[src/logic/gcl_pkg.sv]
// Purpose: shared constants and types of the port clear and configuration lock block
// Assumes: 8 pins, registers at byte offsets on a simple word access port
// Notes: the lock register offset is local to this block
package gcl_pkg;

    // ****************************************************
    // sizes
    // ****************************************************
    localparam int GCL_PINS = 8;
    localparam int GCL_DW = 32;
    localparam int GCL_AW = 8;
    localparam int GCL_NIB = 4;

    // ****************************************************
    // register offsets
    // ****************************************************
    localparam logic [7:0] GCL_OFS_CFG_LOW = 8'h00;
    localparam logic [7:0] GCL_OFS_CFG_HIGH = 8'h04;
    localparam logic [7:0] GCL_OFS_OUT_LATCH = 8'h0C;
    localparam logic [7:0] GCL_OFS_OUT_CLEAR = 8'h14;
    localparam logic [7:0] GCL_OFS_CFG_LOCK = 8'h18;

    // ****************************************************
    // field positions and reset values
    // ****************************************************
    localparam int GCL_LOCK_KEY_POS = 8;
    localparam int GCL_MODE_W = 2;
    localparam logic [1:0] GCL_MODE_INPUT = 2'h0;
    localparam logic [31:0] GCL_CFG_RST = 32'h44444444;
    localparam logic [7:0] GCL_BYTE_ZERO = 8'h00;
    localparam logic [31:0] GCL_WORD_ZERO = 32'h00000000;

    // ****************************************************
    // types
    // ****************************************************
    typedef struct packed {
        logic req;
        logic we;
        logic [GCL_AW-1:0] addr;
        logic [GCL_DW-1:0] wdata;
    } gcl_bus_req_t;

    typedef struct packed {
        logic rvalid;
        logic [GCL_DW-1:0] rdata;
    } gcl_bus_rsp_t;

    typedef enum logic [1:0] {
        GCL_SEQ_IDLE,
        GCL_SEQ_GOT_ONE,
        GCL_SEQ_GOT_ZERO
    } gcl_seq_t;

endpackage

[src/logic/gcl_lock_seq.sv]
// Purpose: tracks the lock key write sequence and holds the lock flag
// Assumes: one lock register access per strobe
// Notes: lock stays set until reset
`timescale 1ns/1ps
module gcl_lock_seq
    import gcl_pkg::*;
#(
    parameter int PINS = GCL_PINS
) (
    input wire logic clk_in,
    input wire logic reset_n_in,
    input wire logic wr_in,
    input wire logic rd_in,
    input wire logic key_in,
    input wire logic [PINS-1:0] sel_in,
    output logic locked_out
);

    typedef struct packed {
        gcl_seq_t st;
        logic [PINS-1:0] first_sel;
        logic locked;
    } gcl_seq_state_t;

    gcl_seq_state_t s_q;
    gcl_seq_state_t s_d;

    // ****************************************************
    // sequence tracking
    // ****************************************************
    always_comb begin
        s_d = s_q;
        if (s_q.locked) begin
            s_d.st = GCL_SEQ_IDLE;
        end else if (wr_in) begin
            case (s_q.st)
                GCL_SEQ_IDLE: begin
                    if (key_in) begin
                        s_d.st = GCL_SEQ_GOT_ONE;
                        s_d.first_sel = sel_in;
                    end
                end
                GCL_SEQ_GOT_ONE: begin
                    if (!key_in && sel_in == s_q.first_sel) begin
                        s_d.st = GCL_SEQ_GOT_ZERO;
                    end else begin
                        s_d.st = GCL_SEQ_IDLE;
                    end
                end
                GCL_SEQ_GOT_ZERO: begin
                    s_d.st = GCL_SEQ_IDLE;
                    if (key_in && sel_in == s_q.first_sel) begin
                        s_d.locked = 1'b1;
                    end
                end
                default: begin
                    s_d.st = GCL_SEQ_IDLE;
                end
            endcase
        end else if (rd_in) begin
            s_d.st = GCL_SEQ_IDLE;
        end
    end

    always_ff @(posedge clk_in or negedge reset_n_in) begin
        if (!reset_n_in) begin
            s_q <= '{st: GCL_SEQ_IDLE, first_sel: '0, locked: 1'b0};
        end else begin
            s_q <= s_d;
        end
    end

    assign locked_out = s_q.locked;

endmodule // gcl_lock_seq

[src/logic/gcl_port.sv]
// Purpose: output latch clear register, configuration registers and configuration lock
// Assumes: software keeps to 32-bit accesses and stable select bits during the key sequence
// Notes: read data arrive one cycle after the read strobe
`timescale 1ns/1ps
module gcl_port
    import gcl_pkg::*;
#(
    parameter int PINS = GCL_PINS,
    parameter logic [31:0] CFG_RESET = GCL_CFG_RST
) (
    input wire logic clk_in,
    input wire logic reset_n_in,
    input wire gcl_bus_req_t bus_req_in,
    output gcl_bus_rsp_t bus_rsp_out,
    output logic [PINS-1:0] pin_out,
    output logic [PINS-1:0] pin_oe_out,
    output logic [GCL_DW-1:0] pin_config_low_out,
    output logic [GCL_DW-1:0] pin_config_high_out,
    output logic lock_key_out
);

    typedef struct packed {
        logic [GCL_DW-1:0] cfg_low;
        logic [GCL_DW-1:0] cfg_high;
        logic [PINS-1:0] output_latch;
        logic [PINS-1:0] pin_lock_bit;
        gcl_bus_rsp_t rsp;
    } gcl_port_state_t;

    gcl_port_state_t s_q;
    gcl_port_state_t s_d;
    logic locked;
    logic lock_wr;
    logic lock_rd;

    // ****************************************************
    // helpers
    // ****************************************************
    // keep the nibbles of locked pins, take the rest from the write
    function automatic logic [GCL_DW-1:0] gcl_merge_cfg(input logic [GCL_DW-1:0] old_v,
                                                          input logic [GCL_DW-1:0] new_v,
                                                          input logic [PINS-1:0] guard);
        logic [GCL_DW-1:0] r;
        r = new_v;
        for (int i = 0; i < PINS; i++) begin
            if (guard[i]) begin
                r[i*GCL_NIB +: GCL_NIB] = old_v[i*GCL_NIB +: GCL_NIB];
            end
        end
        return r;
    endfunction

    // ****************************************************
    // lock sequence
    // ****************************************************
    assign lock_wr = bus_req_in.req && bus_req_in.we && bus_req_in.addr == GCL_OFS_CFG_LOCK;
    assign lock_rd = bus_req_in.req && !bus_req_in.we && bus_req_in.addr == GCL_OFS_CFG_LOCK;

    gcl_lock_seq #(
        .PINS(PINS)
    ) u_seq (
        .clk_in(clk_in),
        .reset_n_in(reset_n_in),
        .wr_in(lock_wr),
        .rd_in(lock_rd),
        .key_in(bus_req_in.wdata[GCL_LOCK_KEY_POS]),
        .sel_in(bus_req_in.wdata[PINS-1:0]),
        .locked_out(locked)
    );

    // ****************************************************
    // register access
    // ****************************************************
    always_comb begin
        logic [PINS-1:0] guard;
        guard = locked ? s_q.pin_lock_bit : '0;
        s_d = s_q;
        s_d.rsp.rvalid = 1'b0;
        if (bus_req_in.req && bus_req_in.we) begin
            if (bus_req_in.addr == GCL_OFS_CFG_LOW) begin
                s_d.cfg_low = gcl_merge_cfg(s_q.cfg_low, bus_req_in.wdata, guard);
            end else if (bus_req_in.addr == GCL_OFS_CFG_HIGH) begin
                s_d.cfg_high = gcl_merge_cfg(s_q.cfg_high, bus_req_in.wdata, guard);
            end else if (bus_req_in.addr == GCL_OFS_OUT_LATCH) begin
                s_d.output_latch = bus_req_in.wdata[PINS-1:0];
            end else if (bus_req_in.addr == GCL_OFS_OUT_CLEAR) begin
                s_d.output_latch = s_q.output_latch & ~bus_req_in.wdata[PINS-1:0];
            end else if (bus_req_in.addr == GCL_OFS_CFG_LOCK) begin
                if (!locked) begin
                    s_d.pin_lock_bit = bus_req_in.wdata[PINS-1:0];
                end
            end
        end else if (bus_req_in.req) begin
            s_d.rsp.rvalid = 1'b1;
            s_d.rsp.rdata = GCL_WORD_ZERO;
            if (bus_req_in.addr == GCL_OFS_CFG_LOW) begin
                s_d.rsp.rdata = s_q.cfg_low;
            end else if (bus_req_in.addr == GCL_OFS_CFG_HIGH) begin
                s_d.rsp.rdata = s_q.cfg_high;
            end else if (bus_req_in.addr == GCL_OFS_OUT_LATCH) begin
                s_d.rsp.rdata[PINS-1:0] = s_q.output_latch;
            end else if (bus_req_in.addr == GCL_OFS_CFG_LOCK) begin
                s_d.rsp.rdata[GCL_LOCK_KEY_POS] = locked;
                s_d.rsp.rdata[PINS-1:0] = s_q.pin_lock_bit;
            end
        end
    end

    always_ff @(posedge clk_in or negedge reset_n_in) begin
        if (!reset_n_in) begin
            s_q.cfg_low <= CFG_RESET;
            s_q.cfg_high <= CFG_RESET;
            s_q.output_latch <= GCL_BYTE_ZERO;
            s_q.pin_lock_bit <= GCL_BYTE_ZERO;
            s_q.rsp <= '{rvalid: 1'b0, rdata: GCL_WORD_ZERO};
        end else begin
            s_q <= s_d;
        end
    end

    // ****************************************************
    // pin drive
    // ****************************************************
    always_comb begin
        for (int i = 0; i < PINS; i++) begin
            pin_oe_out[i] = s_q.cfg_low[i*GCL_NIB +: GCL_MODE_W] != GCL_MODE_INPUT;
        end
    end

    assign pin_out = s_q.output_latch;
    assign bus_rsp_out = s_q.rsp;
    assign pin_config_low_out = s_q.cfg_low;
    assign pin_config_high_out = s_q.cfg_high;
    assign lock_key_out = locked;

endmodule // gcl_port

[config.mk]
export PLATFORM = sky130hd
export DESIGN_NAME = gcl_port
export DESIGN_NICKNAME = d
export VERILOG_FILES = /design/src/logic/gcl_pkg.sv /design/src/logic/gcl_lock_seq.sv /design/src/logic/gcl_port.sv
export SDC_FILE = /design/constraint.sdc
export NUM_CORES = 1
export LEC_CHECK = 0
export BUFFER_PORTS_ARGS = -buffer_cell sky130_fd_sc_hd__buf_2
export CAP_MARGIN = 5
export CORE_MARGIN = 5
export CORE_UTILIZATION = 30
export DETAILED_ROUTE_END_ITERATION = 12
export GPL_ROUTABILITY_DRIVEN = 0
export GPL_TIMING_DRIVEN = 0
export SLEW_MARGIN = 20
export SYNTH_ARGS = -nofsm -noshare
export SYNTH_HDL_FRONTEND = slang
export SYNTH_HIERARCHICAL = 1
export SYNTH_SLANG_ARGS = --single-unit
[constraint.sdc]
create_clock -name clk_in -period 2.09 [get_ports clk_in]
set_input_delay 0.1045 -clock clk_in [delete_from_list [all_inputs] [get_ports clk_in]]
set_output_delay 0.1045 -clock clk_in [all_outputs]
set_load 0.05 [all_outputs]
---- Word level (Yosys, flattened, before mapping) ----
Index checks and enable logic that the tools add are counted.
word-level totals
  bits in registers ....................... 124
operators by class
  mux-type cells .......................... 21
  reductions and logical operators ........ 41
  bitwise logic cells ..................... 16
  equal/unequal tests ..................... 8
operator list
  operator            number
  $mux 33             2
  $reduce_and 4->1    10
  $mux 32             1
  $mux 8              4
  $reduce_and 3->1    8
  $mux 23             1
  $mux 9              2
  $reduce_bool 2->1   9
  $eq 8x5->1 const B  2
  $not 1->1           14
  $mux 10             1
  $and 8x8->8         1
  $eq 8x3->1 const B  1
  $eq 8x4->1 const B  1
  $eq 8x8->1          1
  $logic_not 8->1     1
  $mux 2              4
  $not 8->8           1
  $reduce_and 7->1    1
  $logic_and 1x1->1   6
  $mux 1              5
  $ne 4x3->1 const B  1
  $pmux 2 s2          1
  $reduce_and 2->1    2
  other kinds (5)     6

---- Longest topological paths before layout ----
Gate-level depths: netlist of the first run.
  depth after elaboration ................. 7
  gate-level depth with buffers ........... 8
  gate-level depth less buffers ........... 7

---- Cells and area by module ----
The synthesis of the first run kept the hierarchy.
modules (own cells, without submodules)
  module        seq. area each (sq um)  cells each  instances  area an instance (sq um)
  gcl_port      2847.7                  515         1          5833.1
  gcl_lock_seq  275.3                   41          1          578.1

---- Least setup slack after synthesis of the first run ----
OpenSTA, ideal clock, no wires.
  path type ............................... reg2reg
  start point ............................. register u_seq.s_q (netlist bit u_seq/locked_out)
  end point ............................... register s_q (netlist bit pin_config_high_out[11])
  arrival time ............................ 2347 ps
  setup slack ............................. -382 ps
  cell stages (with the launch flop) ...... 6
  clock period less this slack ............ 2472 ps
  required time ........................... 1965 ps
  library setup time ...................... 125 ps
  cell sequence ........................... dfrtp_1 clkbuf_1 buf_1 nand2_1 nand2_1 mux2_2
on the way
  cells in the longest elaborated chain, start to end .. 3
RTL lines
  what                        line                RTL
  start, declared             gcl_lock_seq.sv:25  gcl_seq_state_t s_q;
  start signal, assigned      gcl_lock_seq.sv:67  s_q <= '{st: GCL_SEQ_IDLE, first_sel: '0, locked: 1'b0};
  $mux 8                      gcl_port.sv:76      guard = locked ? s_q.pin_lock_bit : '0;
  $not 1->1 (no line)         -
  $reduce_and 4->1 (no line)  -
  end, declared               gcl_port.sv:30      gcl_port_state_t s_q;
No other way between the ends.
A chain may end at the register's enable or synchronous reset.

---- Worst setup path in the final report of the first run ----
  start point ............................. input bus_req_in[39] (netlist name)
  end point ............................... register s_q (netlist bit pin_config_high_out[16])
on the way
  cells in the longest elaborated chain, start to end .. 3
  elaborated cells between the ends (all ways) .. 4
  those cells by class .................... eq/ne (1); bitwise (1); reduce/logical (2)
RTL lines
  what                            line            RTL
  start, declared                 gcl_port.sv:13  input wire gcl_bus_req_t bus_req_in,
  $logic_not 8->1                 gcl_port.sv:80  if (bus_req_in.addr == GCL_OFS_CFG_LOW) begin
  $not 1->1 (no line)             -
  $reduce_and 4->1 (no line) (*)  -
Every way passes the cells marked *; elsewhere a longest branch is shown, timed or not.

==> results list, run 1 <==
* Number of flip-flops and latches in the synthesized netlist: about 120
- Number of antenna violations at the first check in global routing: 3
- In this run the remaining antenna-violating nets after routing total 0.
- Placed cell count: roughly 990
- Biggest area contributors in the synthesized netlist: sky130_fd_sc_hd__dfrtp_1, sky130_fd_sc_hd__buf_4, sky130_fd_sc_hd__mux2_2
- Req. time, crit path: between 2000 and 2500 ps
* CP Launch Type: primary input
- The flow ran to the end, and the final reports show no timing, DRC or antenna violations.
* Width of the chip: about 160 µm
- The critical path goes through buf_2 > or4_1 > buf_2 > nor3_2 > nand2_1 > mux2_2.
- The later pin in the worst-skew pair is clocked with a latency of around 410 ps.
- The analysis attributes to cell leakage a power of approximately 4.3 nW.
- Total power for the finished layout comes to around 6.3 mW.
- Critical Path End Type: flip-flop
- Internal power contribution: ~4.5 mW
* Fill cells: about 2100
- The largest total area in the synthesized netlist belongs to sky130_fd_sc_hd__dfrtp_1.
* Share of total power in the clock network: 0.432
- The tree built by TritonCTS fans out to between 100 and 150 sinks.
- Of the available clock period, the critical path in the final layout requires 0.9220.
* Area added between synthesis and finish: 31.09%
- Final instance count without filler cells: about 1000
- Area enclosed by the die boundary: ~24000 µm²
- Setup TNS: 0 ps
* Wire per inst: between 15 and 20 µm
- Of the total power, the share spent switching nets is 0.2906.
- Post-Route Skew: between 5 and 6 ps
* Ratio of cells with drive above 1 in the final layout: 0.5273
- The cell area that synthesis handed to floorplanning was roughly 6400 µm².
- CTS HTree Levels: 4
- For the pin with the worst max-slew slack, the measured transition is approximately 840 ps.
- Number of optimization iterations in the first detailed-route pass: 4
- For this run, the slowest stage of the critical path takes between 500 and 600 ps.
* Cell Area, Placed: between 7000 and 8000 µm²
* Overall overflow remaining after global route: 0
* Worst hold-check path type: primary input to flip-flop
- Switching power total: ~1.8 mW
- Fraction of post-synthesis cell area in the top cell type by area: 0.4215
- Sequential fraction of the synthesis area: 0.4871
- Via count of the first global-routing pass: approximately 4800
* Peak supply drop: ~530 µV
- Crit Path Class: primary input to flip-flop
- Based on the critical path, the design can be clocked at up to 0.5189 GHz.
- For this block, the initial DRC count from the detailed router was a little over 200.
- Once routing completed, OpenROAD measured the worst setup slack at 163.0 ps.
* Combinational share of power: 0.159
* Data arrival time at the worst-slack endpoint: around 2200 ps
* Final nets: 801
- Setup repair after global routing left no endpoint under its margin.
- Hold timing on the final database bottoms out at a slack of about 35 ps.
- Measured against its own limit, the worst slew margin works out to 0.4376.
* Clock Path Buffers: 2
* Minimum setup slack among reg-to-reg paths: around 170 ps
* Post-route design area: between 8000 and 9000 µm²
- Setup violations remaining at the end of the flow were counted as 0.
* Number of ports placed on the die boundary: 158
* Count of different cell masters after synthesis: 44
- Clock tree root buffer cell: sky130_fd_sc_hd__clkbuf_16
- Fin. max-slew vios: 0
* Input/output buffers: about 160
- Count of endpoints failing hold in the final timing report: 0
* Maxcap violations: 0
- The initialized floorplan defines 53 standard-cell rows.
- The routed design has 17.54 mm of wire.
- Reg clk slew, reported paths: 60 ps
- The smallest clock period supported by the final layout is computed as a little under 2000 ps.
- The number of nets in the synthesized netlist is 600.
- Total track usage: 0.1437
* Die Ht: 156.2 µm
- Cell seen most often among critical-path stages: sky130_fd_sc_hd__buf_2
- The first global-routing pass estimated ~27 mm of wire.
* Via-per-instance ratio: around 4.5
- Clock buffers created by TritonCTS: 17
- On the critical path, the stage with the largest delay is an instance of sky130_fd_sc_hd__nor3_2.
* Vias after detailed routing: 4717
* Maximum number of pins on one net before global-route repair: between 70 and 80
- Effective utilization at floorplan: 0.3050
- Syn_area_per_cell: between 10 and 15 µm²
- CTS tree: done
- Of all nets on the critical path, the largest fanout is 8.
- For this run, the share of the core covered by cells in the final layout is 0.3998.
* Post-synthesis instance total: between 500 and 600
* Worst slack, placed: -468.7 ps
- For this design the ratio of total power to cell area is around 750 nW/µm².
- In this run the standard cell core region covers 21020 µm².
* Synth warnings: 6
- After detailed routing, the number of remaining DRC violations is 0.
- The share of total power dissipated in sequential elements is 0.409.
- DP Wirelength: about 13 mm
* Post-CTS setup repair buffer count: 0
-- cell usage in the layout, fill, tap and decap left out, drive strengths merged, types with 2 or more instances in the layout --
cell	count
nor2b	4
nand4	4
nor4	2
and2b	2
xnor2	8
and3	3
a22oi	3
o21ai	11
a221oi	24
or4	2
a41o	2
nand2	29
nor4b	2
a32oi	3
buf	266
nand2b	6
nor2	56
a311o	3
mux2	89
nor3	5
dfrtp	108
diode	2
dfstp	16
clkinvlp	5
clkinv	6
inv	4
o31ai	2
dlygate4sd3	25
or3	2
or2	8
nand3	9
a31oi	2
a21oi	11
a22o	3
a21boi	8
clkbuf	34
-- synth_stat cells --
| cell | n |
|---|---|
| sky130_fd_sc_hd__dfrtp_1 | 108 |
| sky130_fd_sc_hd__buf_4 | 105 |
| sky130_fd_sc_hd__mux2_2 | 55 |
| sky130_fd_sc_hd__nor2_1 | 55 |
| sky130_fd_sc_hd__nand2_1 | 28 |
| sky130_fd_sc_hd__mux2_1 | 26 |
| sky130_fd_sc_hd__a221oi_1 | 24 |
| sky130_fd_sc_hd__clkbuf_1 | 16 |
| sky130_fd_sc_hd__dfstp_2 | 16 |
| sky130_fd_sc_hd__o21ai_0 | 11 |
| sky130_fd_sc_hd__nand3_1 | 9 |
| sky130_fd_sc_hd__a21boi_0 | 8 |
| sky130_fd_sc_hd__a21oi_4 | 8 |
| sky130_fd_sc_hd__mux2_4 | 8 |
| sky130_fd_sc_hd__or2_2 | 8 |
| sky130_fd_sc_hd__xnor2_1 | 8 |
| sky130_fd_sc_hd__nand2b_1 | 6 |
| sky130_fd_sc_hd__nand4_1 | 4 |
| sky130_fd_sc_hd__nor2b_1 | 4 |
| sky130_fd_sc_hd__a21oi_1 | 3 |
| sky130_fd_sc_hd__a22o_1 | 3 |
| sky130_fd_sc_hd__a22oi_1 | 3 |
| sky130_fd_sc_hd__a311o_1 | 3 |
| sky130_fd_sc_hd__a32oi_1 | 3 |
| sky130_fd_sc_hd__and3_1 | 3 |
| sky130_fd_sc_hd__nor3_2 | 3 |
| sky130_fd_sc_hd__a31oi_1 | 2 |
| sky130_fd_sc_hd__a41o_2 | 2 |
| sky130_fd_sc_hd__and2b_2 | 2 |
| sky130_fd_sc_hd__buf_1 | 2 |
| sky130_fd_sc_hd__inv_1 | 2 |
| sky130_fd_sc_hd__nor3_1 | 2 |
| sky130_fd_sc_hd__nor4_1 | 2 |
| sky130_fd_sc_hd__o31ai_1 | 2 |
| sky130_fd_sc_hd__or3_1 | 2 |
| sky130_fd_sc_hd__or4_1 | 2 |
| sky130_fd_sc_hd__and2_1 | 1 |
| sky130_fd_sc_hd__buf_2 | 1 |
| sky130_fd_sc_hd__buf_6 | 1 |
| sky130_fd_sc_hd__nand2_4 | 1 |
| sky130_fd_sc_hd__nor2_8 | 1 |
| sky130_fd_sc_hd__nor4b_1 | 1 |
| sky130_fd_sc_hd__nor4b_2 | 1 |
| sky130_fd_sc_hd__or3b_2 | 1 |
-- path summary, 6_finish.rpt --
| check | startpoint | end | cells past startpoint |
|---|---|---|---|
| min reg2reg | bus_rsp_out[0] | bus_rsp_out[0] | 2 |
| min in group asynchronous | reset_n_in | u_seq/s_q[4] | 2 |
| min | bus_req_in[4] | pin_config_low_out[4] | 2 |
| max in group asynchronous | reset_n_in | pin_config_low_out[22] | 3 |
| max | bus_req_in[39] | pin_config_high_out[16] | 6 |
| max reg2reg | u_seq/locked_out | pin_config_high_out[16] | 5 |
-- power by group through the flow --
stage,logic [mW],clock network [mW],registers [mW]
final,1.01,2.74,2.59
after global placement,0.969,0,2.63
after detailed placement,0.982,0,2.63
after global routing,1.08,2.92,2.60
after CTS,1.02,2.81,2.59
after floorplan,0.708,0,2.60
-- cells by family (layout without fill, tap and decap cells) --
family,after synthesis,after routing,share of synthesized area
other cells,0,2,0
mux,89,89,0.1610
buf+inv,127,341,0.1372
flops,124,124,0.4871
xor+xnor,8,8,0.01093
simple gates,136,136,0.1062
compound gates,72,72,0.09758
-- timing repair --
action                     in CTS  in global routing
resized for setup               3                  2
hold endpoints to repair      101                  0
hold buffers                   25                  0
cloned                          0                  0
setup endpoints to repair      48                 19
-- flip-flops by register name (all words and copies together), names as in the netlist --
name / flops
bus_rsp_out: 33
u_seq/locked_out: 1
s_q: 8
pin_out: 8
u_seq/s_q: 10
pin_config_high_out: 32
pin_config_low_out: 32
-- critical path: cells and delay by family --
| family | cells | cell delay (ps) |
|---|---|---|
| simple gates | 3 | 1430 |
| mux | 1 | 360 |
| buf+inv | 2 | 320 |
-- per-layer routing --
layer	GRT usage	vias to the layer above	part of all wire
li1	-	2272	-
met1	0.1900	2280	0.45
met3	0.03301	22	0.055
met5	0	-	0.0012
met4	0.04008	4	0.012
met2	0.2373	139	0.48
-- area by class of cell --
| class | count | area (µm²) | area share |
|---|---|---|---|
| Multi-Input combinational cell | 305 | 2426 | 0.2887 |
| Timing Repair Buffer | 182 | 1069 | 0.1271 |
| Sequential cell | 124 | 3124 | 0.3717 |
| Tap cell | 275 | 344.1 | 0.04094 |
| Clock buffer | 18 | 429.2 | 0.05106 |
| Inverter | 2 | 7.507 | 0.0008933 |
| Clock inverter | 14 | 122.6 | 0.01459 |
| Buffer | 125 | 877.1 | 0.1044 |
| Antenna cell | 2 | 5.005 | 0.0005955 |
No activity file was read; power rests on OpenSTA's default activity.
==> inputs of run 2 (changes only) <==
PLACE_DENSITY = 0.57   (was not set)
==> run 2 against run 1 <==
Final area rose by 0.25%. Highest routed layer is now met4. Sequential share of layout area fell by 0.094 points. Largest cell class unchanged. Critical endpoint is now pin_config_high_out[29]. Routed wire length fell by 0.22%. Clock skew rose by 2.2 ps.
==> results list, run 2 (synthesized netlist as in run 1, its figures left out) <==
* Max FFs per register: 33 (unchanged)
- The clock-pin slew reported for the worst setup and hold paths after clock tree synthesis came to 50 ps (was 60 ps).
- Outcome: finished clean (unchanged)
- The via count of the first global-routing pass came to 4842 (was 4787).
- Max-Slew Margin vs Limit: 0.4334 (was 0.4376)
- Worst hold-check path type: primary input to flip-flop (unchanged)
- The count of fill cells added during filler insertion is 2063 (was 2081).
* Effective utilization at floorplan: 0.3050 (unchanged)
- Setup TNS: 0 ps (unchanged)
* Crit Path Class: primary input to flip-flop (unchanged)
- Antenna fix cells: 0 (was 2)
- Maxcap violations: 0 (unchanged)
* CTS tree: done (unchanged)
- The placeable core region was 21020 µm² (unchanged).
- First-pass GRT wire length: 27.21 mm (was 27.10 mm)
- The number of ports placed on the die boundary was 158 (unchanged).
- Final nets: 801 (unchanged)
- Die Ht: 156.2 µm (unchanged)
- Clock insertion delay at the later pin of the skew report: 410 ps (about the same)
- The number of antenna violations at the first check in global routing was 0 (was 3).
- The clock sink count came to 124 (unchanged).
- Clock buffers created by TritonCTS: 17 (unchanged)
- Power consumption: 6.461 mW (was 6.338 mW)
* Number of violations reported at the end of detailed-routing iteration 0: 206 (was 202)
- The power density over cell area is 766.8 nW/µm² (was 754.2 nW/µm²).
- The pre-CTS setup slack is -582.2 ps (was -468.7 ps).
* Tmin final: 2021 ps (was 1927 ps)
- Transition at the pin with the smallest max-transition slack: 843.0 ps (was 836.6 ps)
* Ratio of cells with drive above 1 in the final layout: 0.5273 (unchanged)
* Remaining DRCs: 0 (unchanged)
* Req. time, crit path: 2380 ps (was 2390 ps)
- Vias after detailed routing: 4660 (was 4717)
- The number of slew-limit violations in the final report was 0 (unchanged).
- Input/output buffers: 156 (unchanged)
* Worst-path fanout max: 8 (unchanged)
- The buffer levels on the longest clock path came to 2 (unchanged).
- The total die area came to 24390 µm² (unchanged).
- Leading cell types in the layout, fill and taps excluded: sky130_fd_sc_hd__buf_2, sky130_fd_sc_hd__dfrtp_1, sky130_fd_sc_hd__buf_4, sky130_fd_sc_hd__nor2_1, sky130_fd_sc_hd__mux2_2 (unchanged).
- Number of optimization iterations in the first detailed-route pass: 4 (unchanged)
- Unrepaired setup endpoints after global routing: no (unchanged).
- Post-CTS setup repair buffer count: 0 (unchanged)
- Final setup violating endpoints: 0 (unchanged)
* Worst path setup slack after routing: 68.96 ps (was 163.0 ps)
- The remaining number of nets flagged by the antenna check after routing is 0 (unchanged).
- The share of the core filled with cells came to 0.4008 (was 0.3998).
- CTS HTree Levels: 4 (unchanged)
- The leakage power summed over all cells was 4.361 nW (was 4.338 nW).
- Total track usage: 0.1444 (was 0.1437)
- Clock tree root buffer cell: sky130_fd_sc_hd__clkbuf_16 (unchanged)
- The clock skew was 7.463 ps (was 5.221 ps).
* Worst-case hold slack: 45.87 ps (was 34.97 ps)
- The row count was 53 (unchanged).
- CP Launch Type: primary input (unchanged)
- The portion of the clock cycle consumed by the worst path in the final layout was 0.9670 (was 0.9220).
- Total wirelength of the detailed-routed design: 17.50 mm (was 17.54 mm)
- The die extent in x came to 156.2 µm (unchanged).
* Wire per inst: 16.75 µm (about the same)
- Data arrival time at the worst-slack endpoint: 2310 ps (was 2220 ps)
- Critical Path End Type: flip-flop (unchanged)
* Peak supply drop: 516.5 µV (was 533.5 µV)
* Maximum number of pins on one net before global-route repair: 77 (was 71)
- Overall overflow remaining after global route: 0 (unchanged)
- The relative area change from synthesis to final layout came to 31.42% (was 31.09%).
- The final hold violation count came to 0 (unchanged).
- Via-per-instance ratio: 4.459 (was 4.505)
* Peak clock frequency supported by timing: 0.4948 GHz (was 0.5189 GHz)
- Leading cell type in the layout, fill and taps excluded: sky130_fd_sc_hd__buf_2 (unchanged)
* DP Wirelength: 13.03 mm (was 13.08 mm)
-- run 2: changes by cell type in the layout (fill, tap and decap cells not counted), sizes merged --
cell      delta
clkbuf       +1
bufinv       +1
inv          -2
diode        -2
buf          +1
clkinv       +1
clkinvlp     -2
-- run 2: worst paths after layout --
path,from,slack [ps],cells after the start,endpoint
setup / recovery,bus_req_in[39],70,6,pin_config_high_out[29]
hold / removal,bus_req_in[0],50,2,pin_config_low_out[0]
setup reg to reg,u_seq/locked_out,150,5,pin_config_high_out[29]
hold reg to reg,bus_rsp_out[7],480,2,bus_rsp_out[7]
max in group asynchronous,reset_n_in,1170,3,pin_config_low_out[18]
min in group asynchronous,reset_n_in,180,2,pin_out[3]
-- run 2: routing by layer --
layer,vias to the layer above,part of all wire,track usage
li1,2268,-,-
met1,2236,0.46,0.1938
met2,139,0.47,0.2338
met3,17,0.054,0.03245
met4,0,0.013,0.04339
met5,-,0,0
-- run 2: area by class of cell --
class	count	area (µm²)	share of cell area
Sequential cell	124	3124	0.3708
Multi-Input combinational cell	305	2426	0.2879
Timing Repair Buffer	182	1069	0.1268
Buffer	125	877.1	0.1041
Clock buffer	20	456.7	0.05420
Tap cell	275	344.1	0.04084
Clock inverter	12	121.4	0.01440
Inverter	2	7.507	0.0008910
-- run 2: report_power, final --
| group | leakage [nW] | switching (mW) | internal (mW) |
|---|---|---|---|
| Clock | 0.281 | 1.06 | 1.80 |
| Combinational | 2.46 | 0.657 | 0.351 |
| Sequential | 1.62 | 0.0747 | 2.51 |
| Total | 4.36 | 1.79 | 4.67 |
-- run 2: worst max-delay path: stages --
cell,delay (ps)
sky130_fd_sc_hd__buf_2,130
sky130_fd_sc_hd__or4_1,520
sky130_fd_sc_hd__buf_2,200
sky130_fd_sc_hd__nor3_2,620
sky130_fd_sc_hd__nand2_1,360
sky130_fd_sc_hd__mux2_2,360
-- run 2: timing repair --
item / in CTS / in global routing
endpoints found under the hold margin: 100 / 0
hold buffers: 25 / 0
setup endpoints to repair: 52 / 28
resized for setup: 3 / 3
-- run 2: per-stage QoR --
stage	instances	cell area, µm²
final	1045	8426
after global routing	1045	8426
after CTS	1045	8423
after detailed placement	988	7582
after global placement	987	7538
after floorplan	556	6414
